==> src/shared/fws_pkg.sv <==
package fws_pkg;
    // ==========================================================
    // Flash status bit positions
    localparam int POLL_BIT_POS = 7;
    localparam int GTOG_BIT_POS = 6;
    localparam int FAIL_BIT_POS = 5;
    localparam int STOG_BIT_POS = 2;
    // ==========================================================
    // Flash commands
    localparam logic [7:0] CMD_RESET = 8'hf0;
    // ==========================================================
    // Bus timing in ref_clk cycles (10 MHz, 100 ns period)
    localparam int CLK_PERIOD_NS = 100;
    localparam int STROBE_LOW_NS = 200;
    localparam int STROBE_LOW_CYC = (STROBE_LOW_NS + CLK_PERIOD_NS - 1) / CLK_PERIOD_NS;
    localparam int RECOVER_NS = 100;
    localparam int RECOVER_CYC = (RECOVER_NS + CLK_PERIOD_NS - 1) / CLK_PERIOD_NS;
    // ==========================================================
    // Controller register map (byte offsets)
    localparam logic [3:0] REG_CTRL = 4'h0;
    localparam logic [3:0] REG_ADDR = 4'h4;
    localparam logic [3:0] REG_DATA = 4'h8;
    localparam logic [3:0] REG_STAT = 4'hc;
    // CTRL fields
    localparam int CTRL_GO_POS = 0;
    localparam int CTRL_MODE_POS = 1;
    localparam int CTRL_RESET_POS = 2;
    localparam int CTRL_POLL_POS = 3;
    // STAT fields
    localparam int STAT_BUSY_POS = 0;
    localparam int STAT_DONE_POS = 1;
    localparam int STAT_FAIL_POS = 2;
    localparam int STAT_SUSP_POS = 3;
    localparam logic [16:0] ADDR_RESET = 17'h00000;
    localparam logic [7:0] DATA_RESET = 8'h00;
    localparam logic [1:0] RESP_OKAY = 2'b00;
    localparam logic [1:0] RESP_SLVERR = 2'b10;
    // Sequencer states
    typedef enum logic [6:0] {
        ST_IDLE = 7'b0000001,
        ST_WRITE = 7'b0000010,
        ST_READ = 7'b0000100,
        ST_GAP = 7'b0001000,
        ST_EVAL = 7'b0010000,
        ST_FAILRST = 7'b0100000,
        ST_FINAL = 7'b1000000
    } fws_state_type;
endpackage

==> src/core/fws_bus_cycle.sv <==
`timescale 1ns/1ps
`default_nettype none
module fws_bus_cycle
    import fws_pkg::*;
(
    // Clock and reset
    input wire logic ref_clk,
    input wire logic rst,
    // Request
    input wire logic start,
    input wire logic isWrite,
    input wire logic [16:0] cycAddr,
    input wire logic [7:0] cycWdata,
    output logic cycDone,
    output logic [7:0] cycRdata,
    // Flash pins
    output logic [16:0] flashAddr,
    output logic [7:0] flashDqOut,
    output logic flashDqOe,
    input wire logic [7:0] flashDqIn,
    output logic chipSel_n,
    output logic outStrobe_n,
    output logic writeStrobe_n
);
    import fws_pkg::*;
    // ==========================================================
    // One strobe-framed cycle; data captured after two flops
    logic [7:0] dqMeta_reg;
    logic [7:0] dqSync_reg;
    logic [3:0] cnt_reg;
    logic active_reg;
    logic wr_reg;
    // Strobe width counts synchronizer delay as well
    localparam logic [3:0] LOW_CNT = 4'(STROBE_LOW_CYC + 2);
    localparam logic [3:0] REC_CNT = 4'(RECOVER_CYC);
    always_ff @(posedge ref_clk) begin
        dqMeta_reg <= flashDqIn;
        dqSync_reg <= dqMeta_reg;
    end
    // Cycle sequencing: low phase then recovery high phase
    always_ff @(posedge ref_clk) begin
        cycDone <= 1'b0;
        if (rst) begin
            active_reg <= 1'b0;
            wr_reg <= 1'b0;
            cnt_reg <= 4'h0;
            cycRdata <= 8'h00;
            flashAddr <= 17'h00000;
            flashDqOut <= 8'h00;
            flashDqOe <= 1'b0;
            chipSel_n <= 1'b1;
            outStrobe_n <= 1'b1;
            writeStrobe_n <= 1'b1;
        end else if (!active_reg && start) begin
            active_reg <= 1'b1;
            wr_reg <= isWrite;
            cnt_reg <= LOW_CNT;
            flashAddr <= cycAddr;
            flashDqOut <= cycWdata;
            flashDqOe <= isWrite;
            chipSel_n <= 1'b0;
            outStrobe_n <= isWrite;
            writeStrobe_n <= !isWrite;
        end else if (active_reg && cnt_reg != 4'h0) begin
            cnt_reg <= cnt_reg - 4'h1;
        end else if (active_reg && !chipSel_n) begin
            // Raising CS also ends the read, so every read is a fresh toggle sample
            chipSel_n <= 1'b1;
            outStrobe_n <= 1'b1;
            writeStrobe_n <= 1'b1;
            if (!wr_reg) begin
                cycRdata <= dqSync_reg;
            end
            cnt_reg <= REC_CNT;
        end else if (active_reg) begin
            flashDqOe <= 1'b0;
            active_reg <= 1'b0;
            cycDone <= 1'b1;
        end
    end
endmodule
`default_nettype wire

==> src/core/fws_status_poller.sv <==
`timescale 1ns/1ps
`default_nettype none
module fws_status_poller
    import fws_pkg::*;
(
    // Clock and reset
    input wire logic ref_clk,
    input wire logic rst,
    // AXI4-Lite write address and data
    input wire logic [3:0] s_axi_awaddr,
    input wire logic s_axi_awvalid,
    output logic s_axi_awready,
    input wire logic [31:0] s_axi_wdata,
    input wire logic [3:0] s_axi_wstrb,
    input wire logic s_axi_wvalid,
    output logic s_axi_wready,
    // AXI4-Lite write response
    output logic [1:0] s_axi_bresp,
    output logic s_axi_bvalid,
    input wire logic s_axi_bready,
    // AXI4-Lite read
    input wire logic [3:0] s_axi_araddr,
    input wire logic s_axi_arvalid,
    output logic s_axi_arready,
    output logic [31:0] s_axi_rdata,
    output logic [1:0] s_axi_rresp,
    output logic s_axi_rvalid,
    input wire logic s_axi_rready,
    // Flash pins
    output logic [16:0] flashAddr,
    output logic [7:0] flashDqOut,
    output logic flashDqOe,
    input wire logic [7:0] flashDqIn,
    output logic chipSel_n,
    output logic outStrobe_n,
    output logic writeStrobe_n
);
    import fws_pkg::*;
    // ==========================================================
    // Registers
    fws_state_type state_reg;
    logic [16:0] addr_reg;
    logic [7:0] data_reg;
    logic mode_reg;
    logic busy_reg, done_reg, fail_reg, susp_reg;
    logic [7:0] first_reg;
    logic [7:0] last_reg;
    logic haveFirst_reg;
    logic failSeen_reg;
    logic [1:0] kind_reg;
    logic awHeld_reg, wHeld_reg;
    logic [3:0] awAddr_reg;
    logic [31:0] wData_reg;
    logic [3:0] wStrb_reg;
    logic cycStart_reg, cycWrite_reg;
    logic [7:0] cycWdata_reg;
    logic cycDone;
    logic [7:0] cycRdata;
    // ==========================================================
    // Bus cycle engine
    fws_bus_cycle uCycle (
        .ref_clk(ref_clk),
        .rst(rst),
        .start(cycStart_reg),
        .isWrite(cycWrite_reg),
        .cycAddr(addr_reg),
        .cycWdata(cycWdata_reg),
        .cycDone(cycDone),
        .cycRdata(cycRdata),
        .flashAddr(flashAddr),
        .flashDqOut(flashDqOut),
        .flashDqOe(flashDqOe),
        .flashDqIn(flashDqIn),
        .chipSel_n(chipSel_n),
        .outStrobe_n(outStrobe_n),
        .writeStrobe_n(writeStrobe_n)
    );
    // ==========================================================
    // Register decode
    wire writeFire = awHeld_reg && wHeld_reg && !s_axi_bvalid;
    wire wrCtrl = writeFire && awAddr_reg == REG_CTRL && wStrb_reg[0];
    wire wrAddr = writeFire && awAddr_reg == REG_ADDR && !busy_reg;
    wire wrData = writeFire && awAddr_reg == REG_DATA && wStrb_reg[0] && !busy_reg;
    wire wrMapped = awAddr_reg == REG_CTRL || awAddr_reg == REG_ADDR ||
                    awAddr_reg == REG_DATA || awAddr_reg == REG_STAT;
    wire goCmd = wrCtrl && wData_reg[CTRL_GO_POS] && !busy_reg;
    wire readFire = s_axi_arvalid && s_axi_arready;
    wire [3:0] statWord = {susp_reg, fail_reg, done_reg, busy_reg};
    wire [31:0] rdWord =
        (s_axi_araddr == REG_CTRL) ? {30'h0, mode_reg, 1'b0} :
        (s_axi_araddr == REG_ADDR) ? {15'h0, addr_reg} :
        (s_axi_araddr == REG_DATA) ? {16'h0, last_reg, data_reg} :
        (s_axi_araddr == REG_STAT) ? {28'h0, statWord} : 32'h0;
    wire rdMapped = s_axi_araddr == REG_CTRL || s_axi_araddr == REG_ADDR ||
                    s_axi_araddr == REG_DATA || s_axi_araddr == REG_STAT;
    // Status evaluation on each completed read
    wire togNow = first_reg[GTOG_BIT_POS] != cycRdata[GTOG_BIT_POS];
    wire stogNow = last_reg[STOG_BIT_POS] != cycRdata[STOG_BIT_POS];
    wire failBit = cycRdata[FAIL_BIT_POS];
    // Polling mode: bit 7 matches expected true data
    wire pollTrue = cycRdata[POLL_BIT_POS] == data_reg[POLL_BIT_POS];
    // ==========================================================
    // AXI write channel capture, either order
    always_ff @(posedge ref_clk) begin
        if (rst) begin
            awHeld_reg <= 1'b0;
            wHeld_reg <= 1'b0;
            awAddr_reg <= 4'h0;
            wData_reg <= 32'h0;
            wStrb_reg <= 4'h0;
            s_axi_bvalid <= 1'b0;
            s_axi_bresp <= RESP_OKAY;
        end else begin
            if (s_axi_awvalid && s_axi_awready) begin
                awHeld_reg <= 1'b1;
                awAddr_reg <= s_axi_awaddr;
            end
            if (s_axi_wvalid && s_axi_wready) begin
                wHeld_reg <= 1'b1;
                wData_reg <= s_axi_wdata;
                wStrb_reg <= s_axi_wstrb;
            end
            if (writeFire) begin
                awHeld_reg <= 1'b0;
                wHeld_reg <= 1'b0;
                s_axi_bvalid <= 1'b1;
                s_axi_bresp <= wrMapped ? RESP_OKAY : RESP_SLVERR;
            end else if (s_axi_bvalid && s_axi_bready) begin
                s_axi_bvalid <= 1'b0;
            end
        end
    end
    // Ready outputs kept as flops, low while a word is held
    always_ff @(posedge ref_clk) begin
        if (rst) begin
            s_axi_awready <= 1'b0;
            s_axi_wready <= 1'b0;
        end else begin
            s_axi_awready <= !awHeld_reg && !(s_axi_awvalid && s_axi_awready) && !writeFire;
            s_axi_wready <= !wHeld_reg && !(s_axi_wvalid && s_axi_wready) && !writeFire;
        end
    end
    // AXI read channel; one-cycle answer
    always_ff @(posedge ref_clk) begin
        if (rst) begin
            s_axi_arready <= 1'b0;
            s_axi_rvalid <= 1'b0;
            s_axi_rdata <= 32'h0;
            s_axi_rresp <= RESP_OKAY;
        end else if (readFire) begin
            s_axi_arready <= 1'b0;
            s_axi_rvalid <= 1'b1;
            s_axi_rdata <= rdWord;
            s_axi_rresp <= rdMapped ? RESP_OKAY : RESP_SLVERR;
        end else if (s_axi_rvalid && s_axi_rready) begin
            s_axi_rvalid <= 1'b0;
            s_axi_arready <= 1'b1;
        end else if (!s_axi_rvalid) begin
            s_axi_arready <= 1'b1;
        end
    end
    // ==========================================================
    // Configuration registers
    always_ff @(posedge ref_clk) begin
        if (rst) begin
            addr_reg <= ADDR_RESET;
            data_reg <= DATA_RESET;
            mode_reg <= 1'b0;
        end else begin
            // Address must be the program or an erasing sector address
            if (wrAddr) begin
                addr_reg <= wData_reg[16:0];
            end
            if (wrData) begin
                data_reg <= wData_reg[7:0];
            end
            if (wrCtrl && !busy_reg) begin
                mode_reg <= wData_reg[CTRL_MODE_POS];
            end
        end
    end
    // ==========================================================
    // Polling sequencer; kind 0 toggle, 1 data poll, 2 reset write
    always_ff @(posedge ref_clk) begin
        cycStart_reg <= 1'b0;
        if (rst) begin
            state_reg <= ST_IDLE;
            busy_reg <= 1'b0;
            done_reg <= 1'b0;
            fail_reg <= 1'b0;
            susp_reg <= 1'b0;
            first_reg <= 8'h00;
            last_reg <= 8'h00;
            haveFirst_reg <= 1'b0;
            failSeen_reg <= 1'b0;
            kind_reg <= 2'd0;
            cycWrite_reg <= 1'b0;
            cycWdata_reg <= 8'h00;
        end else begin
            unique case (state_reg)
                ST_IDLE: begin
                    // Started only by software after the final command write
                    if (goCmd) begin
                        busy_reg <= 1'b1;
                        done_reg <= 1'b0;
                        fail_reg <= 1'b0;
                        susp_reg <= 1'b0;
                        failSeen_reg <= 1'b0;
                        // Each toggle start begins with a fresh double read; poll starts read once per check, reset starts write
                        haveFirst_reg <= 1'b0;
                        if (wData_reg[CTRL_RESET_POS]) begin
                            kind_reg <= 2'd2;
                            cycWrite_reg <= 1'b1;
                            cycWdata_reg <= CMD_RESET;
                            state_reg <= ST_WRITE;
                        end else begin
                            kind_reg <= {1'b0, wData_reg[CTRL_POLL_POS]};
                            cycWrite_reg <= 1'b0;
                            state_reg <= ST_READ;
                        end
                        cycStart_reg <= 1'b1;
                    end
                end
                ST_WRITE: begin
                    if (cycDone) begin
                        busy_reg <= 1'b0;
                        done_reg <= kind_reg == 2'd2;
                        state_reg <= ST_IDLE;
                    end
                end
                ST_READ: begin
                    if (cycDone) begin
                        last_reg <= cycRdata;
                        state_reg <= ST_EVAL;
                    end
                end
                ST_EVAL: begin
                    state_reg <= ST_GAP;
                    if (kind_reg == 2'd1) begin
                        // Complement while busy, true when done; fail rechecks bit 7
                        if (pollTrue) begin
                            state_reg <= ST_FINAL;
                            cycStart_reg <= 1'b1;
                        end else if (failSeen_reg) begin
                            state_reg <= ST_FAILRST;
                        end else if (failBit) begin
                            failSeen_reg <= 1'b1;
                        end
                    end else if (!haveFirst_reg) begin
                        // First of the mandatory pair
                        first_reg <= cycRdata;
                        haveFirst_reg <= 1'b1;
                    end else if (!togNow) begin
                        // Stopped toggling: one final read, started once only
                        cycStart_reg <= 1'b1;
                        state_reg <= ST_FINAL;
                    end else if (failSeen_reg) begin
                        // Still toggling after fail was seen
                        state_reg <= ST_FAILRST;
                    end else begin
                        // Busy flips global toggle
                        failSeen_reg <= failBit;
                        first_reg <= cycRdata;
                    end
                end
                ST_GAP: begin
                    cycWrite_reg <= 1'b0;
                    cycStart_reg <= 1'b1;
                    state_reg <= ST_READ;
                end
                ST_FINAL: begin
                    // Extra read gives a settled whole byte
                    if (cycDone) begin
                        last_reg <= cycRdata;
                        // Array reads repeat; a suspended sector still flips bit 2
                        susp_reg <= kind_reg == 2'd0 && stogNow;
                        busy_reg <= 1'b0;
                        done_reg <= 1'b1;
                        state_reg <= ST_IDLE;
                    end
                end
                ST_FAILRST: begin
                    // Failure: write reset command automatically
                    fail_reg <= 1'b1;
                    kind_reg <= 2'd3;
                    cycWrite_reg <= 1'b1;
                    cycWdata_reg <= CMD_RESET;
                    cycStart_reg <= 1'b1;
                    state_reg <= ST_WRITE;
                end
                default: begin
                    state_reg <= ST_IDLE;
                end
            endcase
        end
    end
endmodule
`default_nettype wire

==> config.mk <==
export PLATFORM = sky130hd
export DESIGN_NAME = fws_status_poller
export DESIGN_NICKNAME = d
export VERILOG_FILES = /design/src/shared/fws_pkg.sv /design/src/core/fws_bus_cycle.sv /design/src/core/fws_status_poller.sv
export SDC_FILE = /design/constraint.sdc
export NUM_CORES = 1
export LEC_CHECK = 0
export ABC_CLOCK_PERIOD_IN_PS = 2600
export BUFFER_PORTS_ARGS = -buffer_cell sky130_fd_sc_hd__buf_2
export CAP_MARGIN = 25
export CORE_MARGIN = 5
export CORE_UTILIZATION = 54
export DETAILED_ROUTE_END_ITERATION = 10
export GPL_TIMING_DRIVEN = 0
export PLACE_DENSITY = 0.82
export SKIP_CTS_REPAIR_TIMING = 1
export SYNTH_ARGS = -nofsm -noshare
export SYNTH_HDL_FRONTEND = slang
export SYNTH_HIERARCHICAL = 1
export SYNTH_SLANG_ARGS = --single-unit
==> constraint.sdc <==
create_clock -name ref_clk -period 2.6 [get_ports ref_clk]
set_clock_uncertainty 0.05 [all_clocks]
set_input_delay 0.13 -clock ref_clk [delete_from_list [all_inputs] [get_ports ref_clk]]
set_output_delay 0.13 -clock ref_clk [all_outputs]
set_load 0.05 [all_outputs]
* Word level (Yosys, flattened, before mapping)
Cells that the tools add are included.
** Storage, ports and cells
- Logic and storage cells :: 236
- Input bits :: 59
- Flip-flop bits (word level) :: 191
** Cells by class
- Reductions and logical operators :: 79
- Add/sub/neg operators :: 1
- Multiplexer cells :: 76
- Equal/unequal tests :: 33
- Bitwise logic cells :: 4
** Operator list (count)
- $mux W7 :: 10
- $pmux W7 S6 :: 1
- $mux W1 :: 40
- $mux W17 :: 2
- $logic_and A1 B1 Y1 :: 25
- $reduce_and A3 Y1 :: 6
- $reduce_bool A2 Y1 :: 9
- $eq A4 B4 Y1 const B :: 4
- $mux W16 :: 1
- $mux W8 :: 2
- $ne A2 B1 Y1 const B :: 8
- $pmux W8 S2 :: 1
- $mux W4 :: 3
- $reduce_and A4 Y1 :: 3
- $reduce_or A2 Y1 :: 6
- $logic_not A1 Y1 :: 10
- $pmux W1 S2 :: 5
- $reduce_and A2 Y1 :: 5
- $ne A3 B3 Y1 const B :: 3
- $pmux W1 S3 :: 3
- $reduce_bool A3 Y1 :: 3
- $eq A4 B3 Y1 const B :: 2
- $logic_not A4 Y1 :: 2
- $mux W2 :: 4
- other kinds (22) :: 35

* Longest topological paths before layout
- Depth in word-level cells :: 8
- Mapped depth :: 7

* Hierarchy
Netlist, hierarchy kept.
** By module, submodules not included
- fws_status_poller :: cells an instance 490, area an instance 4195.3 sq um, times used 1
- fws_bus_cycle :: cells an instance 217, area an instance 2067.0 sq um, times used 1

* Least setup slack after synthesis
No wires, ideal clock.
- Path type :: register -> register
- Start :: register s_axi_bvalid
- End :: register kind_reg[0]
- Buffers on the path :: 1
- Library setup time :: 0.074 ns
- Stages on the path, launching flop included :: 7
- Data arrival time :: 1.800 ns
- Setup slack :: 0.676 ns
- Cell sequence :: dfxtp_1 -> and3b_1 -> nand4_1 -> or2_1 -> buf_6 -> or3b_1 -> a31oi_1
** On the way
- Longest elaborated chain between the ends :: 8
** RTL lines
- from (decl) :: line fws_status_poller.sv:19 : output logic s_axi_bvalid,
- from (signal assigned) :: line fws_status_poller.sv:111 : s_axi_bvalid <= 1'b0;
- from (signal assigned) :: line fws_status_poller.sv:126 : s_axi_bvalid <= 1'b1;
- from (signal assigned) :: line fws_status_poller.sv:129 : s_axi_bvalid <= 1'b0;
- $logic_not A1 Y1 :: line fws_status_poller.sv:80 : wire writeFire = awHeld_reg && wHeld_reg && !s_axi_bvalid;
- $logic_and A1 B1 Y1 :: line fws_status_poller.sv:80
- $logic_and A1 B1 Y1 (2 in series) :: line fws_status_poller.sv:81 : wire wrCtrl = writeFire && awAddr_reg == REG_CTRL && wStrb_reg[0];
- $logic_and A1 B1 Y1 (2 in series) :: line fws_status_poller.sv:86 : wire goCmd = wrCtrl && wData_reg[CTRL_GO_POS] && !busy_reg;
- $ne A2 B2 Y1 (no line)
- $reduce_and A2 Y1 (no line)
- to (signal assigned) :: line fws_status_poller.sv:217 : kind_reg <= {1'b0, wData_reg[CTRL_POLL_POS]};
- to (decl) :: line fws_status_poller.sv:50 : logic [1:0] kind_reg;
Every way passes these cells.
A chain may end at the register's enable or synchronous reset.

* Worst setup path after layout
- Start :: register state_reg[3]
- End :: register state_reg[0]
** On the way
- Longest elaborated chain between the ends :: 4
** RTL lines
- from (decl) :: line fws_status_poller.sv:41 : fws_state_type state_reg;
- from (signal assigned) :: line fws_status_poller.sv:187 : state_reg <= ST_IDLE;
- from (signal assigned) :: line fws_status_poller.sv:215 : state_reg <= ST_WRITE;
- from (signal assigned) :: line fws_status_poller.sv:219 : state_reg <= ST_READ;
- $eq A7 B7 Y1 or $eq A7 B2 Y1 (tied branches) :: line fws_status_poller.sv:200 : unique case (state_reg)
- $reduce_or A2 Y1 (no line)
- $ne A2 B1 Y1 (no line)
- $reduce_and A3 Y1 (no line)
Several ways; a longest one is shown, not always the timed one.

==> results.tsv <==
metric	value	unit
fin_nets	934	
instances_no_fill	1028	
avgViaCountPerCell	5.46	
antenna_found_initial	0	
startpoint	state_reg[3]$_SDFFE_PP0P_	
worst-setup-path-type	register to register	
worst_pin_slew	0.904	ns
fin_util	69.8	%
p_leak	3.30	nW
insertion_delay	0.42	ns
relSlewSlack	39.0	%
yosysUniqueCellTypes	58	
grt_pass1_wl	25.0	mm
min_period	2.14	ns
power_density	724	nW/µm²
boundaryPins	129	
report.final.setup_viol	0	
place_hpwl	11.0	mm
cp-end-kind	register	
cts_root_buf	clkbuf_16	
hold_path_class	input pin to register	
n_antenna_cell	0	
first_global_vias	5142	
routabilityCongestion	0.857	
grt.overflow.total	0	
avgSynthCellArea	8.86	µm²
status	finished clean	
fp.dieArea	13900	µm²
crit_slowest_cell	nor4_1	
initial_core_util	55.1	%
rr_worst_depth	5	
yosys_warnings	6	
timing.final.crit_share	82.2	%
crit_fanout	9	
die_width	118	µm
ant_nets	0	
min_path_cells	3	
port_buffers	91	
path_cells	buf_2, nor4_1, nor3b_2, nor2_1, a311o_1	
syn_to_final_growth	26.8	%
cp_data_required_time	2.86	ns
htree_levels	4	
placed_cells	961	
hold_ws	0.0468	ns
r2r-start	state_reg[3]$_SDFFE_PP0P_	
vias	5616	
fin_ws	0.463	ns
async_flop_share	0	%
first_pass_iters	5	
synth_edf_count	0	
fin_tns_setup	0	ns
die_y	118	µm
grt_usage	22.0	%
ys_seq_area_share	51.5	%
grt_max_degree	17	
cts_tree	built	
dp_worst_setup_slack	0.507	ns
clk_pin_slew	0.06	ns
synth_top_flop_cell	dfxtp_1	
syn-cell-area	6260	µm²
critPathArrivalTime	2.39	ns
hold_viol_final	0	
synthCells	707	
startpoint_type	register	
cts_buffer_depth	2	
core_area	11400	µm²
final-max-slew-violation-count	0	
cp_top_family	simple AND/OR/NAND/NOR gates	
cts_made_buffers	17	
wl	16.6	mm
drc_errors	0	
cap_violations	0	
cp.depth	5	
drive_gt1_share	19.5	%
synth-seq-cells	161	
placementRows	39	
drt-wirelength-per-cell	16.2	µm
min_from	s_axi_araddr[0]	
crit_buf_inv	1	
grt_setup_unrepaired	no	
fmax	468	MHz
drt-initial-drc-count	333	
peakVddDrop	353	µV
critical_path.max_stage_delay	0.61	ns
clock-sinks	161	
[cells in the mapped netlist, types with 4 or more instances]
cell type | instances | area share [%]
a21oi_1 | 83 | 6.6
a22oi_1 | 19 | 2.3
buf_2 | 12 | 0.96
buf_4 | 19 | 2.3
buf_6 | 4 | 0.72
clkbuf_1 | 19 | 1.1
dfxtp_1 | 161 | 51
inv_1 | 6 | 0.36
mux2_2 | 4 | 0.72
mux2i_1 | 30 | 4.8
nand2_1 | 158 | 9.5
nand2b_1 | 23 | 2.3
nand3_1 | 11 | 0.88
nand4_1 | 6 | 0.60
nor2_1 | 38 | 2.3
nor2b_1 | 7 | 0.70
nor3_1 | 17 | 1.4
nor4_1 | 4 | 0.40
o21ai_0 | 23 | 1.8
xor2_1 | 5 | 0.70
[power by group]
part / leakage [nW] / total [W] / switching [W] / internal [W]
logic: 1.70 / 0.000620 / 0.000368 / 0.000252
clock network: 0.295 / 0.00254 / 0.000974 / 0.00157
registers: 1.31 / 0.00259 / 0.0000579 / 0.00253
total: 3.30 / 0.00575 / 0.00140 / 0.00435
[layout make-up]
type | instances | area (µm²)
Fill cell | 861 | 3430
Timing Repair Buffer | 127 | 816
Tap cell | 143 | 179
Buffer | 57 | 330
Sequential cell | 161 | 3220
Multi-Input combinational cell | 502 | 2760
Inverter | 7 | 26.3
Clock buffer | 24 | 512
Clock inverter | 7 | 97.6
[tightest hold or removal path, stage by stage]
cell and delay, ns:
buf_2 0.13, or3_1 0.14, o21ai_0 0.07
[metrics by stage]
stage	total power, W	instance area, µm²
after floorplan	0.00307	6340
after global placement	0.00320	6970
after detailed placement	0.00321	6970
after CTS	0.00570	7580
after global routing	0.00592	7940
final	0.00575	7940
[layer usage]
metal	GRT usage (%)	wire length, µm
met1	27.7	6880
met2	36.2	8190
met3	6.05	1220
met4	7.89	344
met5	0	0
[final timing paths]
check	to	slack (ns)
setup / recovery	state_reg[0]$_SDFFE_PP1P_	0.46
hold / removal	s_axi_rdata[3]$_SDFFE_PP0P_	0.05
setup reg to reg	state_reg[0]$_SDFFE_PP1P_	0.46
hold reg to reg	uCycle/dqSync_reg[1]$_DFF_P_	0.28
[layout by cell type (no fill, tap or decap), drive strengths merged, types with 6 or more instances in the layout]
cell	instances
conb	21
o21ai	23
nand3	11
inv	8
nand4	6
nor2	38
nor3b	6
buf	129
clkbuf	43
mux2i	30
nor2b	7
a22oi	19
nand2	159
nand2b	23
dfxtp	161
dlygate4sd3	36
a21oi	83
nor3	18
[cells by family after synthesis]
logic type               after synthesis  synth area share (%)
adder cells (fa/ha/maj)                2                 0.400
buffers and inverters                 64                  5.69
XOR/XNOR                               7                 0.979
AO/OA/AOI/OAI                        141                  12.7
multiplexers                          35                  5.87
flip-flops                           161                  51.5
other                                  1                0.0599
AND/OR/NAND/NOR                      296                  22.8
(Power assumes the default switching activity.)
